**src/hdl/srs_defines.svh**
```systemverilog
// constants for the suspend and resume sequencer
`ifndef SRS_DEFINES_SVH
`define SRS_DEFINES_SVH
`define SRS_CLK_PERIOD_NS   10
`define SRS_STAB_CYCLES     2048
`define SRS_STAB_CNT_W      12
`define SRS_STAB_LAST       12'h7ff
`define SRS_CNT_ZERO        12'h000
`define SRS_CNT_ONE         12'h001
`define SRS_INIT_TIME_MS    20
`define SRS_INIT_CYCLES     (`SRS_INIT_TIME_MS * 1000000 / `SRS_CLK_PERIOD_NS)
`define SRS_INIT_CNT_W      21
`define SRS_PWR_BITS        6
`define SRS_PWR_OFF_ALL     6'h3f
`endif

```
**src/hdl/srs_pkg.sv**
```systemverilog
// types for the suspend and resume sequencer
package srs_pkg;
    typedef enum logic [1:0] {
        SRS_RUN     = 2'b00,
        SRS_SUSPEND = 2'b01,
        SRS_STAB    = 2'b11,
        SRS_WAKE    = 2'b10
    } srs_state_type;
endpackage : srs_pkg

```
**src/hdl/srs_sync_if.sv**
```systemverilog
// interface carrying a synchronised pin and its edges
`timescale 1ns/100ps
`default_nettype none
interface srs_sync_if;
    logic level;
    logic rise;
    logic fall;
    modport src (output level, output rise, output fall);
    modport dst (input level, input rise, input fall);
endinterface : srs_sync_if
`default_nettype wire
```
**src/hdl/srs_edge_sync.sv**
```systemverilog
// two-flop synchroniser with edge detection
`timescale 1ns/100ps
`default_nettype none
module srs_edge_sync (
    // clock and reset
    input  wire logic clk,
    input  wire logic arst_n,
    // pin in, synchronised out
    input  wire logic pin,
    srs_sync_if.src   sync
);
    logic meta;
    logic stable;
    logic prev;
    logic next_meta;
    logic next_stable;
    logic next_prev;

    always_comb begin
        next_meta   = pin;
        next_stable = meta;
        next_prev   = stable;
    end

    always_ff @(posedge clk or negedge arst_n) begin
        if (!arst_n) begin
            meta   <= 1'b0;
            stable <= 1'b0;
            prev   <= 1'b0;
        end else begin
            meta   <= next_meta;
            stable <= next_stable;
            prev   <= next_prev;
        end
    end

    assign sync.level = stable;
    assign sync.rise  = stable & ~prev;
    assign sync.fall  = ~stable & prev;
endmodule : srs_edge_sync
`default_nettype wire

```
**src/hdl/srs_sequencer.sv**
```systemverilog
// suspend and resume sequencer with interrupt and suspend pin routing
//
// Operation
// - wake clock falling edge starts suspend
// - power-down stops oscillator and enabled clocks
// - wake clock rise restarts clocks, starts counter
// - terminal count raises interrupt pin edge
// - after resume, next falling edge suspends again
// - select bits choose usb source or wake clock level / restart source
// - power bits: zero on, one off
// - oscillator control bit zero keeps oscillator on
`timescale 1ns/100ps
`default_nettype none
`include "srs_defines.svh"
module srs_sequencer
    import srs_pkg::*;
(
    // clock and reset
    input  wire logic                     clk,
    input  wire logic                     arst_n,
    // usb core outputs
    input  wire logic                     wake_clk_req,
    input  wire logic                     usb_core_irq,
    input  wire logic                     usb_suspend_flag,
    // controller register bits
    input  wire logic                     suspend_input_select,
    input  wire logic                     irq_input_select,
    input  wire logic                     osc_mcu_control,
    input  wire logic [`SRS_PWR_BITS-1:0] analog_power_off,
    input  wire logic                     mcu_power_down,
    // controller pins
    output logic                          mcu_suspend_port_pin,
    output logic                          mcu_ext_irq_n,
    // clock and analog control
    output logic                          osc_enable,
    output logic                          clocks_enable,
    output logic [`SRS_PWR_BITS-1:0]      analog_enable,
    // status
    output logic                          init_busy,
    output logic                          suspended,
    output logic                          restart_irq
);
    srs_sync_if wake_s ();
    srs_sync_if irq_s ();
    srs_sync_if susp_s ();

    srs_edge_sync u_wake (
        .clk    (clk),
        .arst_n (arst_n),
        .pin    (wake_clk_req),
        .sync   (wake_s)
    );
    srs_edge_sync u_irq (
        .clk    (clk),
        .arst_n (arst_n),
        .pin    (usb_core_irq),
        .sync   (irq_s)
    );
    srs_edge_sync u_susp (
        .clk    (clk),
        .arst_n (arst_n),
        .pin    (usb_suspend_flag),
        .sync   (susp_s)
    );

    srs_state_type               state;
    srs_state_type               next_state;
    logic [`SRS_STAB_CNT_W-1:0]  stab_cnt;
    logic [`SRS_STAB_CNT_W-1:0]  next_stab_cnt;
    logic [`SRS_INIT_CNT_W-1:0]  init_cnt;
    logic [`SRS_INIT_CNT_W-1:0]  next_init_cnt;
    logic                        init_done;
    logic                        next_init_done;
    logic                        restart;
    logic                        next_restart;
    logic                        suspend_out;
    logic                        irq_out;
    logic                        osc_on;
    logic                        next_suspend_out;
    logic                        next_irq_out;
    logic                        next_osc_on;

    localparam logic [`SRS_INIT_CNT_W-1:0] INIT_LAST =
        `SRS_INIT_CNT_W'(`SRS_INIT_CYCLES - 1);

    // power-on initialisation window
    always_comb begin
        next_init_cnt  = init_cnt;
        next_init_done = init_done;
        if (!init_done) begin
            if (init_cnt == INIT_LAST) begin
                next_init_done = 1'b1;
            end else begin
                next_init_cnt = init_cnt + `SRS_INIT_CNT_W'(1);
            end
        end
    end

    // sequencing state
    always_comb begin
        next_state    = state;
        next_stab_cnt = stab_cnt;
        next_restart  = restart;
        case (state)
            SRS_RUN: begin
                if (wake_s.fall) begin
                    next_state = SRS_SUSPEND;
                end
            end
            SRS_SUSPEND: begin
                next_restart = 1'b0;
                if (wake_s.rise) begin
                    next_state    = SRS_STAB;
                    next_stab_cnt = `SRS_CNT_ZERO;
                end
            end
            SRS_STAB: begin
                if (!wake_s.level) begin
                    next_state    = SRS_SUSPEND;
                    next_stab_cnt = `SRS_CNT_ZERO;
                end else if (stab_cnt == `SRS_STAB_LAST) begin
                    next_state   = SRS_WAKE;
                    next_restart = 1'b1;
                end else begin
                    next_stab_cnt = stab_cnt + `SRS_CNT_ONE;
                end
            end
            SRS_WAKE: begin
                next_stab_cnt = `SRS_CNT_ZERO;
                next_state    = SRS_RUN;
            end
            default: begin
                next_state    = SRS_RUN;
                next_stab_cnt = `SRS_CNT_ZERO;
                next_restart  = 1'b0;
            end
        endcase
        if (!wake_s.level) begin
            next_stab_cnt = `SRS_CNT_ZERO;
        end
    end

    // pin routing and clock gating, registered
    always_comb begin
        if (suspend_input_select) begin
            next_suspend_out = wake_s.level;
        end else begin
            next_suspend_out = susp_s.level;
        end
        // restart source drives a rising edge once stable
        if (irq_input_select) begin
            next_irq_out = restart;
        end else begin
            next_irq_out = ~irq_s.level;
        end
        // a false rise just after reset lands in run state, harmless
        // oscillator held on unless controller may stop it
        next_osc_on = !osc_mcu_control || !mcu_power_down
                      || (state == SRS_STAB) || (state == SRS_WAKE)
                      || wake_s.rise;
    end

    // initialisation window registers
    always_ff @(posedge clk or negedge arst_n) begin
        if (!arst_n) begin
            init_cnt    <= '0;
            init_done   <= 1'b0;
        end else begin
            init_cnt    <= next_init_cnt;
            init_done   <= next_init_done;
        end
    end

    // sequencing registers
    always_ff @(posedge clk or negedge arst_n) begin
        if (!arst_n) begin
            state       <= SRS_RUN;
            stab_cnt    <= `SRS_CNT_ZERO;
            restart     <= 1'b0;
        end else begin
            state       <= next_state;
            stab_cnt    <= next_stab_cnt;
            restart     <= next_restart;
        end
    end

    // pin and clock registers; idle levels hold during reset
    always_ff @(posedge clk or negedge arst_n) begin
        if (!arst_n) begin
            suspend_out <= 1'b0;
            irq_out     <= 1'b1;
            osc_on      <= 1'b1;
        end else begin
            suspend_out <= next_suspend_out;
            irq_out     <= next_irq_out;
            osc_on      <= next_osc_on;
        end
    end

    assign mcu_suspend_port_pin = suspend_out;
    assign mcu_ext_irq_n        = irq_out;
    assign osc_enable           = osc_on;
    assign clocks_enable        = osc_on;
    assign analog_enable        = ~analog_power_off;
    assign init_busy            = ~init_done;
    assign suspended            = (state == SRS_SUSPEND);
    assign restart_irq          = restart;
endmodule : srs_sequencer
`default_nettype wire

```
**config.mk**
```make
export PLATFORM = sky130hd
export DESIGN_NAME = srs_sequencer
export DESIGN_NICKNAME = d
export VERILOG_FILES = /design/src/hdl/srs_pkg.sv /design/src/hdl/srs_sync_if.sv /design/src/hdl/srs_edge_sync.sv /design/src/hdl/srs_sequencer.sv
export VERILOG_INCLUDE_DIRS = /design/src /design/src/hdl
export SDC_FILE = /design/constraint.sdc
export NUM_CORES = 1
export LEC_CHECK = 0
export BUFFER_PORTS_ARGS = -buffer_cell sky130_fd_sc_hd__clkbuf_2
export CAP_MARGIN = 20
export CORE_AREA = 4 4 68 70
export DETAILED_ROUTE_END_ITERATION = 16
export DIE_AREA = 0 0 72 74
export PLACE_DENSITY = 0.73
export SYNTH_ARGS = -nofsm -noshare
export SYNTH_HDL_FRONTEND = slang
export SYNTH_HIERARCHICAL = 1
export SYNTH_SLANG_ARGS = --single-unit
```
**constraint.sdc**
```tcl
create_clock -name clk -period 2.3 [get_ports clk]
set_input_delay 0.46 -clock clk [delete_from_list [all_inputs] [get_ports clk]]
set_output_delay 0.46 -clock clk [all_outputs]
set_load 0.02 [all_outputs]
```
==> impl_metrics.json, run 1 <==
{
  "post_route_drc_violation_count": 0,
  "cp-start-kind": "flip-flop",
  "n_antenna_cell": 0,
  "max_flop_register": "init_cnt",
  "y_dimension_of_the_die_um": 74,
  "dp_wirelength_um": 2540,
  "timing.final.crit_share": 0.799,
  "rows": 23,
  "worst_path_dominant_cell_family": "simple AND/OR/NAND/NOR gates",
  "worst_skew_late_latency_ps": 300,
  "cts_root_buffer": "sky130_fd_sc_hd__clkbuf_8",
  "power.static_leakage_nw": 1.10,
  "final_layout_size_suffix_gt1_frac": 0.201,
  "ff_latch_area_um2": 1180,
  "routedLengthMet1_um": 1710,
  "cts_hold_buffers": 0,
  "routed_wire_length_per_instance_um": 12.7,
  "synthesis.instances": 200,
  "met3_wirelength_um": 147,
  "reg_top3": "init_cnt: 21 flops, stab_cnt: 12 flops, state: 2 flops",
  "nNetsFinal": 245,
  "starting_density_of_the_core": 0.549,
  "seq_power_share": 0.535,
  "synthToLayoutAreaGrowth_pct": 12.0,
  "ctsResizeCount": 0,
  "n_fill_cell": 331,
  "final-max-slew-violation-count": 0,
  "max_slew_margin": 0.616,
  "io_pins": 28,
  "finalWirelength_um": 3550,
  "viasPerCell": 5.28,
  "top_layer_used": "met4",
  "antenna_found_initial": 0,
  "power.share.clock": 0.362,
  "p_int_mw": 1.24,
  "worstSetupEndpointType": "flip-flop",
  "post_synth.cell_area_avg_um2": 10.9,
  "fp.dieArea_um2": 5330,
  "detailedRoute.firstIterationViolations": 83,
  "worst-setup-path-type": "reg2reg",
  "drt_pre_antenna_iters": 4,
  "tritoncts_clock_tree": "yes",
  "worst_slew_pin_slew_ps": 574,
  "achievable-frequency_ghz": 0.544,
  "critPathBufInv": 0,
  "cts-htree-levels": 2,
  "grt_pass1_wl_um": 6270,
  "vias": 1473,
  "power_density_nw_per_um2": 681,
  "maximum_clock_path_buffer_count": 2,
  "clock-sinks": 47,
  "overflow": 0,
  "dp_slack_ps": 451,
  "max-vdd-ir-drop_uv": 474,
  "worstPathCellList": "nor2b_1, nand2_1, and2_1, nor2_1, nor3_1",
  "io_buffer_count": 27,
  "die_w_um": 72,
  "synth.yosys.warnings": 6,
  "cpPeakStageDelay_ps": 490,
  "globalRouteTotalUtil": 0.151,
  "power.switching_uw": 425,
  "timing.final.crit_period_ps": 1840,
  "grt_setup_unrepaired": "no",
  "final.setup.worst_slack_ps": 463,
  "placeableCoreArea_um2": 3970,
  "pin_count_of_the_biggest_net_entering_global_routing": 48,
  "worst_setup_hold_path_clk_slew_ps": 90,
  "post-cts-setup-buffers": 0,
  "outcome": "finished, final reports clean",
  "antenna_left": 0,
  "finalWeightedCongestion": 0.825,
  "finalSetupTns_ps": 0,
  "power.share.switching": 0.255,
  "maximum_fanout_along_the_worst_path": 9,
  "largest_reg_flops": 21,
  "final-setup-viol-count": 0,
  "synth_area_um2": 2180,
  "via_count_of_the_first_global_routing_pass": 1445,
  "critPathSlowestCell": "sky130_fd_sc_hd__nor2_1",
  "pwr-share-comb": 0.104,
  "dr_wl_met2_um": 1670,
  "count_of_maximum_capacitance_violations": 0,
  "min_path_type": "in2async",
  "synth_nets": 217,
  "cts-buffers-inserted": 5,
  "arrival_ps": 2010,
  "cp_data_required_time_ps": 2470,
  "finalClockSkew_ps": 9.47,
  "multi_input_comb_area_um2": 902,
  "hold_viol": 0
}
routing by layer:
layer | vias up | global-route usage
met4 | 0 | 0.0480
met1 | 705 | 0.199
li1 | 739 | -
met3 | 5 | 0.0405
met2 | 24 | 0.246
met5 | - | 0
power groups by stage:
stage	Clock, mW	Sequential [mW]	Combinational (mW)
2_1_floorplan	0	0.897	0.137
3_5_place_dp	0	0.906	0.176
6_report	0.602	0.890	0.173
4_1_cts	0.627	0.890	0.177
5_1_grt	0.661	0.896	0.196
3_3_place_gp	0	0.905	0.175
cells in the final DEF (no fill, tap or decap), types with 2 or more instances in the layout:
master and n:
sky130_fd_sc_hd__mux2i_1 2, sky130_fd_sc_hd__xnor2_1 20, sky130_fd_sc_hd__inv_1 12, sky130_fd_sc_hd__dfstp_2 2
sky130_fd_sc_hd__nand4_1 11, sky130_fd_sc_hd__nand2_1 14, sky130_fd_sc_hd__nor4b_1 2, sky130_fd_sc_hd__nor2_1 18
sky130_fd_sc_hd__and4_1 3, sky130_fd_sc_hd__o21ai_0 5, sky130_fd_sc_hd__nor4_2 2, sky130_fd_sc_hd__and2_1 3
sky130_fd_sc_hd__and3_1 6, sky130_fd_sc_hd__a211oi_1 2, sky130_fd_sc_hd__xor2_1 5, sky130_fd_sc_hd__a31oi_1 4
sky130_fd_sc_hd__ha_1 2, sky130_fd_sc_hd__nor3_1 2, sky130_fd_sc_hd__and3_4 2, sky130_fd_sc_hd__dfrtp_1 45
sky130_fd_sc_hd__and3b_1 2, sky130_fd_sc_hd__clkbuf_2 27, sky130_fd_sc_hd__nor2b_1 2, sky130_fd_sc_hd__nand3_1 16
sky130_fd_sc_hd__clkbuf_8 5, sky130_fd_sc_hd__a21oi_1 4
path summary, 6_finish.rpt:
check,cells after the start,slack [ps],from,endpoint
min,2,220,arst_n,stab_cnt[10]$_DFFE_PN0P_
min in group clk,1,260,usb_suspend_flag,u_susp/meta$_DFF_PN0_
min reg2reg,0,350,u_wake/meta$_DFF_PN0_,u_wake/sync.level$_DFF_PN0_
max in group asynchronous,2,1680,arst_n,init_cnt[20]$_DFFE_PN0P_
max reg2reg,5,460,u_wake/sync.level$_DFF_PN0_,stab_cnt[4]$_DFFE_PN0P_
max,5,460,u_wake/sync.level$_DFF_PN0_,stab_cnt[4]$_DFFE_PN0P_
stage by stage:
stage	utilization	instance area (um2)	hold WS [ps]	total power, mW	cells
finish	0.615	2440	221	1.67	279
global route	0.615	2440	245	1.75	279
CTS	0.615	2440	247	1.69	279
detailed placement	0.587	2330	335	1.08	271
global placement	0.587	2330	334	1.08	271
floorplan	-	2180	164	1.03	200
final cells by class:
class	count	share of cell area
tap	50	0.0256
inverter	12	0.0184
clock inverter	3	0.0179
timing repair buffer	28	0.0584
clock buffer	5	0.0282
multi-input combinational	134	0.369
sequential	47	0.482
Power figures use the tool's default switching activity.
==> run 2: changes to the inputs <==
==> constraint.sdc (replaced) <==
create_clock -name clk -period 1.7 [get_ports clk]
set_input_delay 0.34 -clock clk [delete_from_list [all_inputs] [get_ports clk]]
set_output_delay 0.34 -clock clk [all_outputs]
set_load 0.02 [all_outputs]
==> run 2 against run 1 <==
Effect of this change: first-iteration DRC count shrank 42%; sequential cell count did not move; sequential power rose by 34%; combinational power up 75%; register-to-register slack got worse by 390 ps; final cell count increased by 7.9%; via count grew 6.8%; clock skew decreased by 5.3 ps; critical path depth decreased by 1.
==> impl_metrics.json, run 2 (same netlist as run 1, synthesis figures left out) <==
{
  "outcome": "finished, final reports clean",
  "cts_hold_buffers": 0,
  "finalInstanceArea_um2": 2680,
  "max_flop_register": "init_cnt",
  "pwr-share-comb": 0.129,
  "worst_path_dominant_cell_family": "simple AND/OR/NAND/NOR gates",
  "cpPeakStageDelay_ps": 400,
  "worst_skew_late_latency_ps": 300,
  "grt_setup_unrepaired": "yes",
  "r2r_cells": 4,
  "reg_top3": "init_cnt: 21 flops, stab_cnt: 12 flops, state: 2 flops",
  "globalRouteTotalUtil": 0.165,
  "finalClockSkew_ps": 4.18,
  "critPathBufInv": 0,
  "final-max-slew-violation-count": 0,
  "power.share.switching": 0.260,
  "power_density_nw_per_um2": 874,
  "r2r-start": "init_cnt[14]$_DFFE_PN0P_",
  "power.switching_uw": 608,
  "r2r_setup_slk_ps": 70,
  "clock-sinks": 47,
  "drt_pre_antenna_iters": 4,
  "finalWeightedCongestion": 0.785,
  "worstSetupEndpointType": "flip-flop",
  "maximum_clock_path_buffer_count": 2,
  "final-setup-viol-count": 0,
  "finalWirelength_um": 3850,
  "worst-setup-path-type": "reg2reg",
  "worst_slew_pin_slew_ps": 612,
  "n_antenna_cell": 0,
  "fp.dieArea_um2": 5330,
  "grt_pass1_wl_um": 6840,
  "cts_root_buffer": "sky130_fd_sc_hd__clkbuf_8",
  "min_path_type": "in2async",
  "detailedRoute.firstIterationViolations": 48,
  "largest_reg_flops": 21,
  "final_core_utilization": 0.674,
  "cts-buffers-inserted": 5,
  "via_count_of_the_first_global_routing_pass": 1534,
  "critPathSlowestCell": "sky130_fd_sc_hd__dfrtp_1",
  "maximum_fanout_along_the_worst_path": 7,
  "r2r_end": "init_cnt[1]$_DFFE_PN0P_",
  "io_buffer_count": 27,
  "cp-start-kind": "flip-flop",
  "seq_power_share": 0.510,
  "die_w_um": 72,
  "post_place_instance_area_um2": 2490,
  "rows": 23,
  "achievable-frequency_ghz": 0.614,
  "ff_latch_area_um2": 1180,
  "arrival_ps": 1820,
  "hold_viol": 0,
  "dp_slack_ps": -15.6,
  "timing.final.crit_share": 0.958,
  "post_route_drc_violation_count": 0,
  "mostFrequentLayoutCell": "sky130_fd_sc_hd__dfrtp_1",
  "io_pins": 28,
  "antenna_left": 0,
  "antenna_found_initial": 0,
  "worst_setup_hold_path_clk_slew_ps": 90,
  "n_fill_cell": 300,
  "synthToLayoutAreaGrowth_pct": 22.7,
  "final.setup.worst_slack_ps": 71.5,
  "p_int_mw": 1.73,
  "viasPerCell": 5.23,
  "placeableCoreArea_um2": 3970,
  "max-vdd-ir-drop_uv": 716,
  "routed_wire_length_per_instance_um": 12.8,
  "starting_density_of_the_core": 0.549,
  "multi_input_comb_area_um2": 952,
  "cp_data_required_time_ps": 1900,
  "worstPathCellList": "nor4bb_2, and4_4, a41oi_4, mux2_1",
  "vias": 1573,
  "final_layout_size_suffix_gt1_frac": 0.323,
  "max_slew_margin": 0.592,
  "nNetsFinal": 267,
  "count_of_maximum_capacitance_violations": 0,
  "power.static_leakage_nw": 1.22,
  "power.share.clock": 0.361,
  "y_dimension_of_the_die_um": 74,
  "dp_wirelength_um": 2820,
  "tritoncts_clock_tree": "yes",
  "overflow": 0,
  "timing.final.crit_period_ps": 1630,
  "cts-htree-levels": 2,
  "pin_count_of_the_biggest_net_entering_global_routing": 24,
  "final_cell_mix": "sky130_fd_sc_hd__dfrtp_1, sky130_fd_sc_hd__clkbuf_2, sky130_fd_sc_hd__buf_4"
}
==> run 2: layer usage <==
| layer | vias to the layer above | track usage | wire [um] |
|---|---|---|---|
| met5 | - | 0 | 0 |
| met4 | 0 | 0.0710 | 92 |
| met3 | 9 | 0.0514 | 171 |
| met2 | 37 | 0.267 | 1790 |
| met1 | 737 | 0.206 | 1790 |
| li1 | 790 | - | - |
==> run 2: layout make-up <==
type,count,area share
clock buffers,5,0.0257
inverters,12,0.0168
multi-input cells,134,0.356
clock inverters,3,0.0178
well taps,50,0.0234
flip-flops and latches,47,0.441
repair buffers,50,0.120
==> run 2: how the worst max path moves through the flow <==
stage / from / depth (start not counted) / endpoint / slack [ps]
6_report: init_cnt[14]$_DFFE_PN0P_ / 4 / init_cnt[1]$_DFFE_PN0P_ / 70
3_3_place_gp: init_cnt[16]$_DFFE_PN0P_ / 4 / init_cnt[1]$_DFFE_PN0P_ / -20
2_1_floorplan: init_cnt[0]$_DFFE_PN0P_ / 4 / init_cnt[1]$_DFFE_PN0P_ / 90
3_5_place_dp: init_cnt[15]$_DFFE_PN0P_ / 4 / init_cnt[1]$_DFFE_PN0P_ / -20
4_1_cts: init_cnt[14]$_DFFE_PN0P_ / 4 / init_cnt[1]$_DFFE_PN0P_ / 10
5_1_grt: stab_cnt[0]$_DFFE_PN0P_ / 7 / state[0]$_DFFE_PN0P_ / -30
==> run 2: timing repair <==
action | CTS | global route
gates resized for setup | 3 | 13
endpoints found under the setup margin | 2 | 20
pin swaps | 2 | 6
setup buffers | 0 | 2
==> run 2: stage by stage <==
step | hold slack [ps] | setup TNS (ps) | power (mW) | instances
floorplan | 44.4 | 0 | 1.40 | 200
global route | 52.3 | -35.5 | 2.46 | 301
global placement | 332 | -18.0 | 1.51 | 291
finish | 26.1 | 0 | 2.34 | 301
detailed placement | 342 | -15.6 | 1.51 | 291
CTS | 39.4 | 0 | 2.36 | 299
==> run 2: power by group through the flow <==
stage          Sequential, mW  Combinational [mW]  Clock (mW)
2_1_floorplan            1.21               0.185           0
3_3_place_gp             1.21               0.295           0
3_5_place_dp             1.22               0.296           0
4_1_cts                  1.19               0.298       0.870
5_1_grt                  1.20               0.335       0.922
6_report                 1.19               0.302       0.844
==> run 2: worst register-to-register path, stage by stage, from the launching register on <==
cell and delay, ps:
sky130_fd_sc_hd__dfrtp_1 400, sky130_fd_sc_hd__nor4bb_2 320, sky130_fd_sc_hd__and4_4 300, sky130_fd_sc_hd__a41oi_4 160, sky130_fd_sc_hd__mux2_1 340
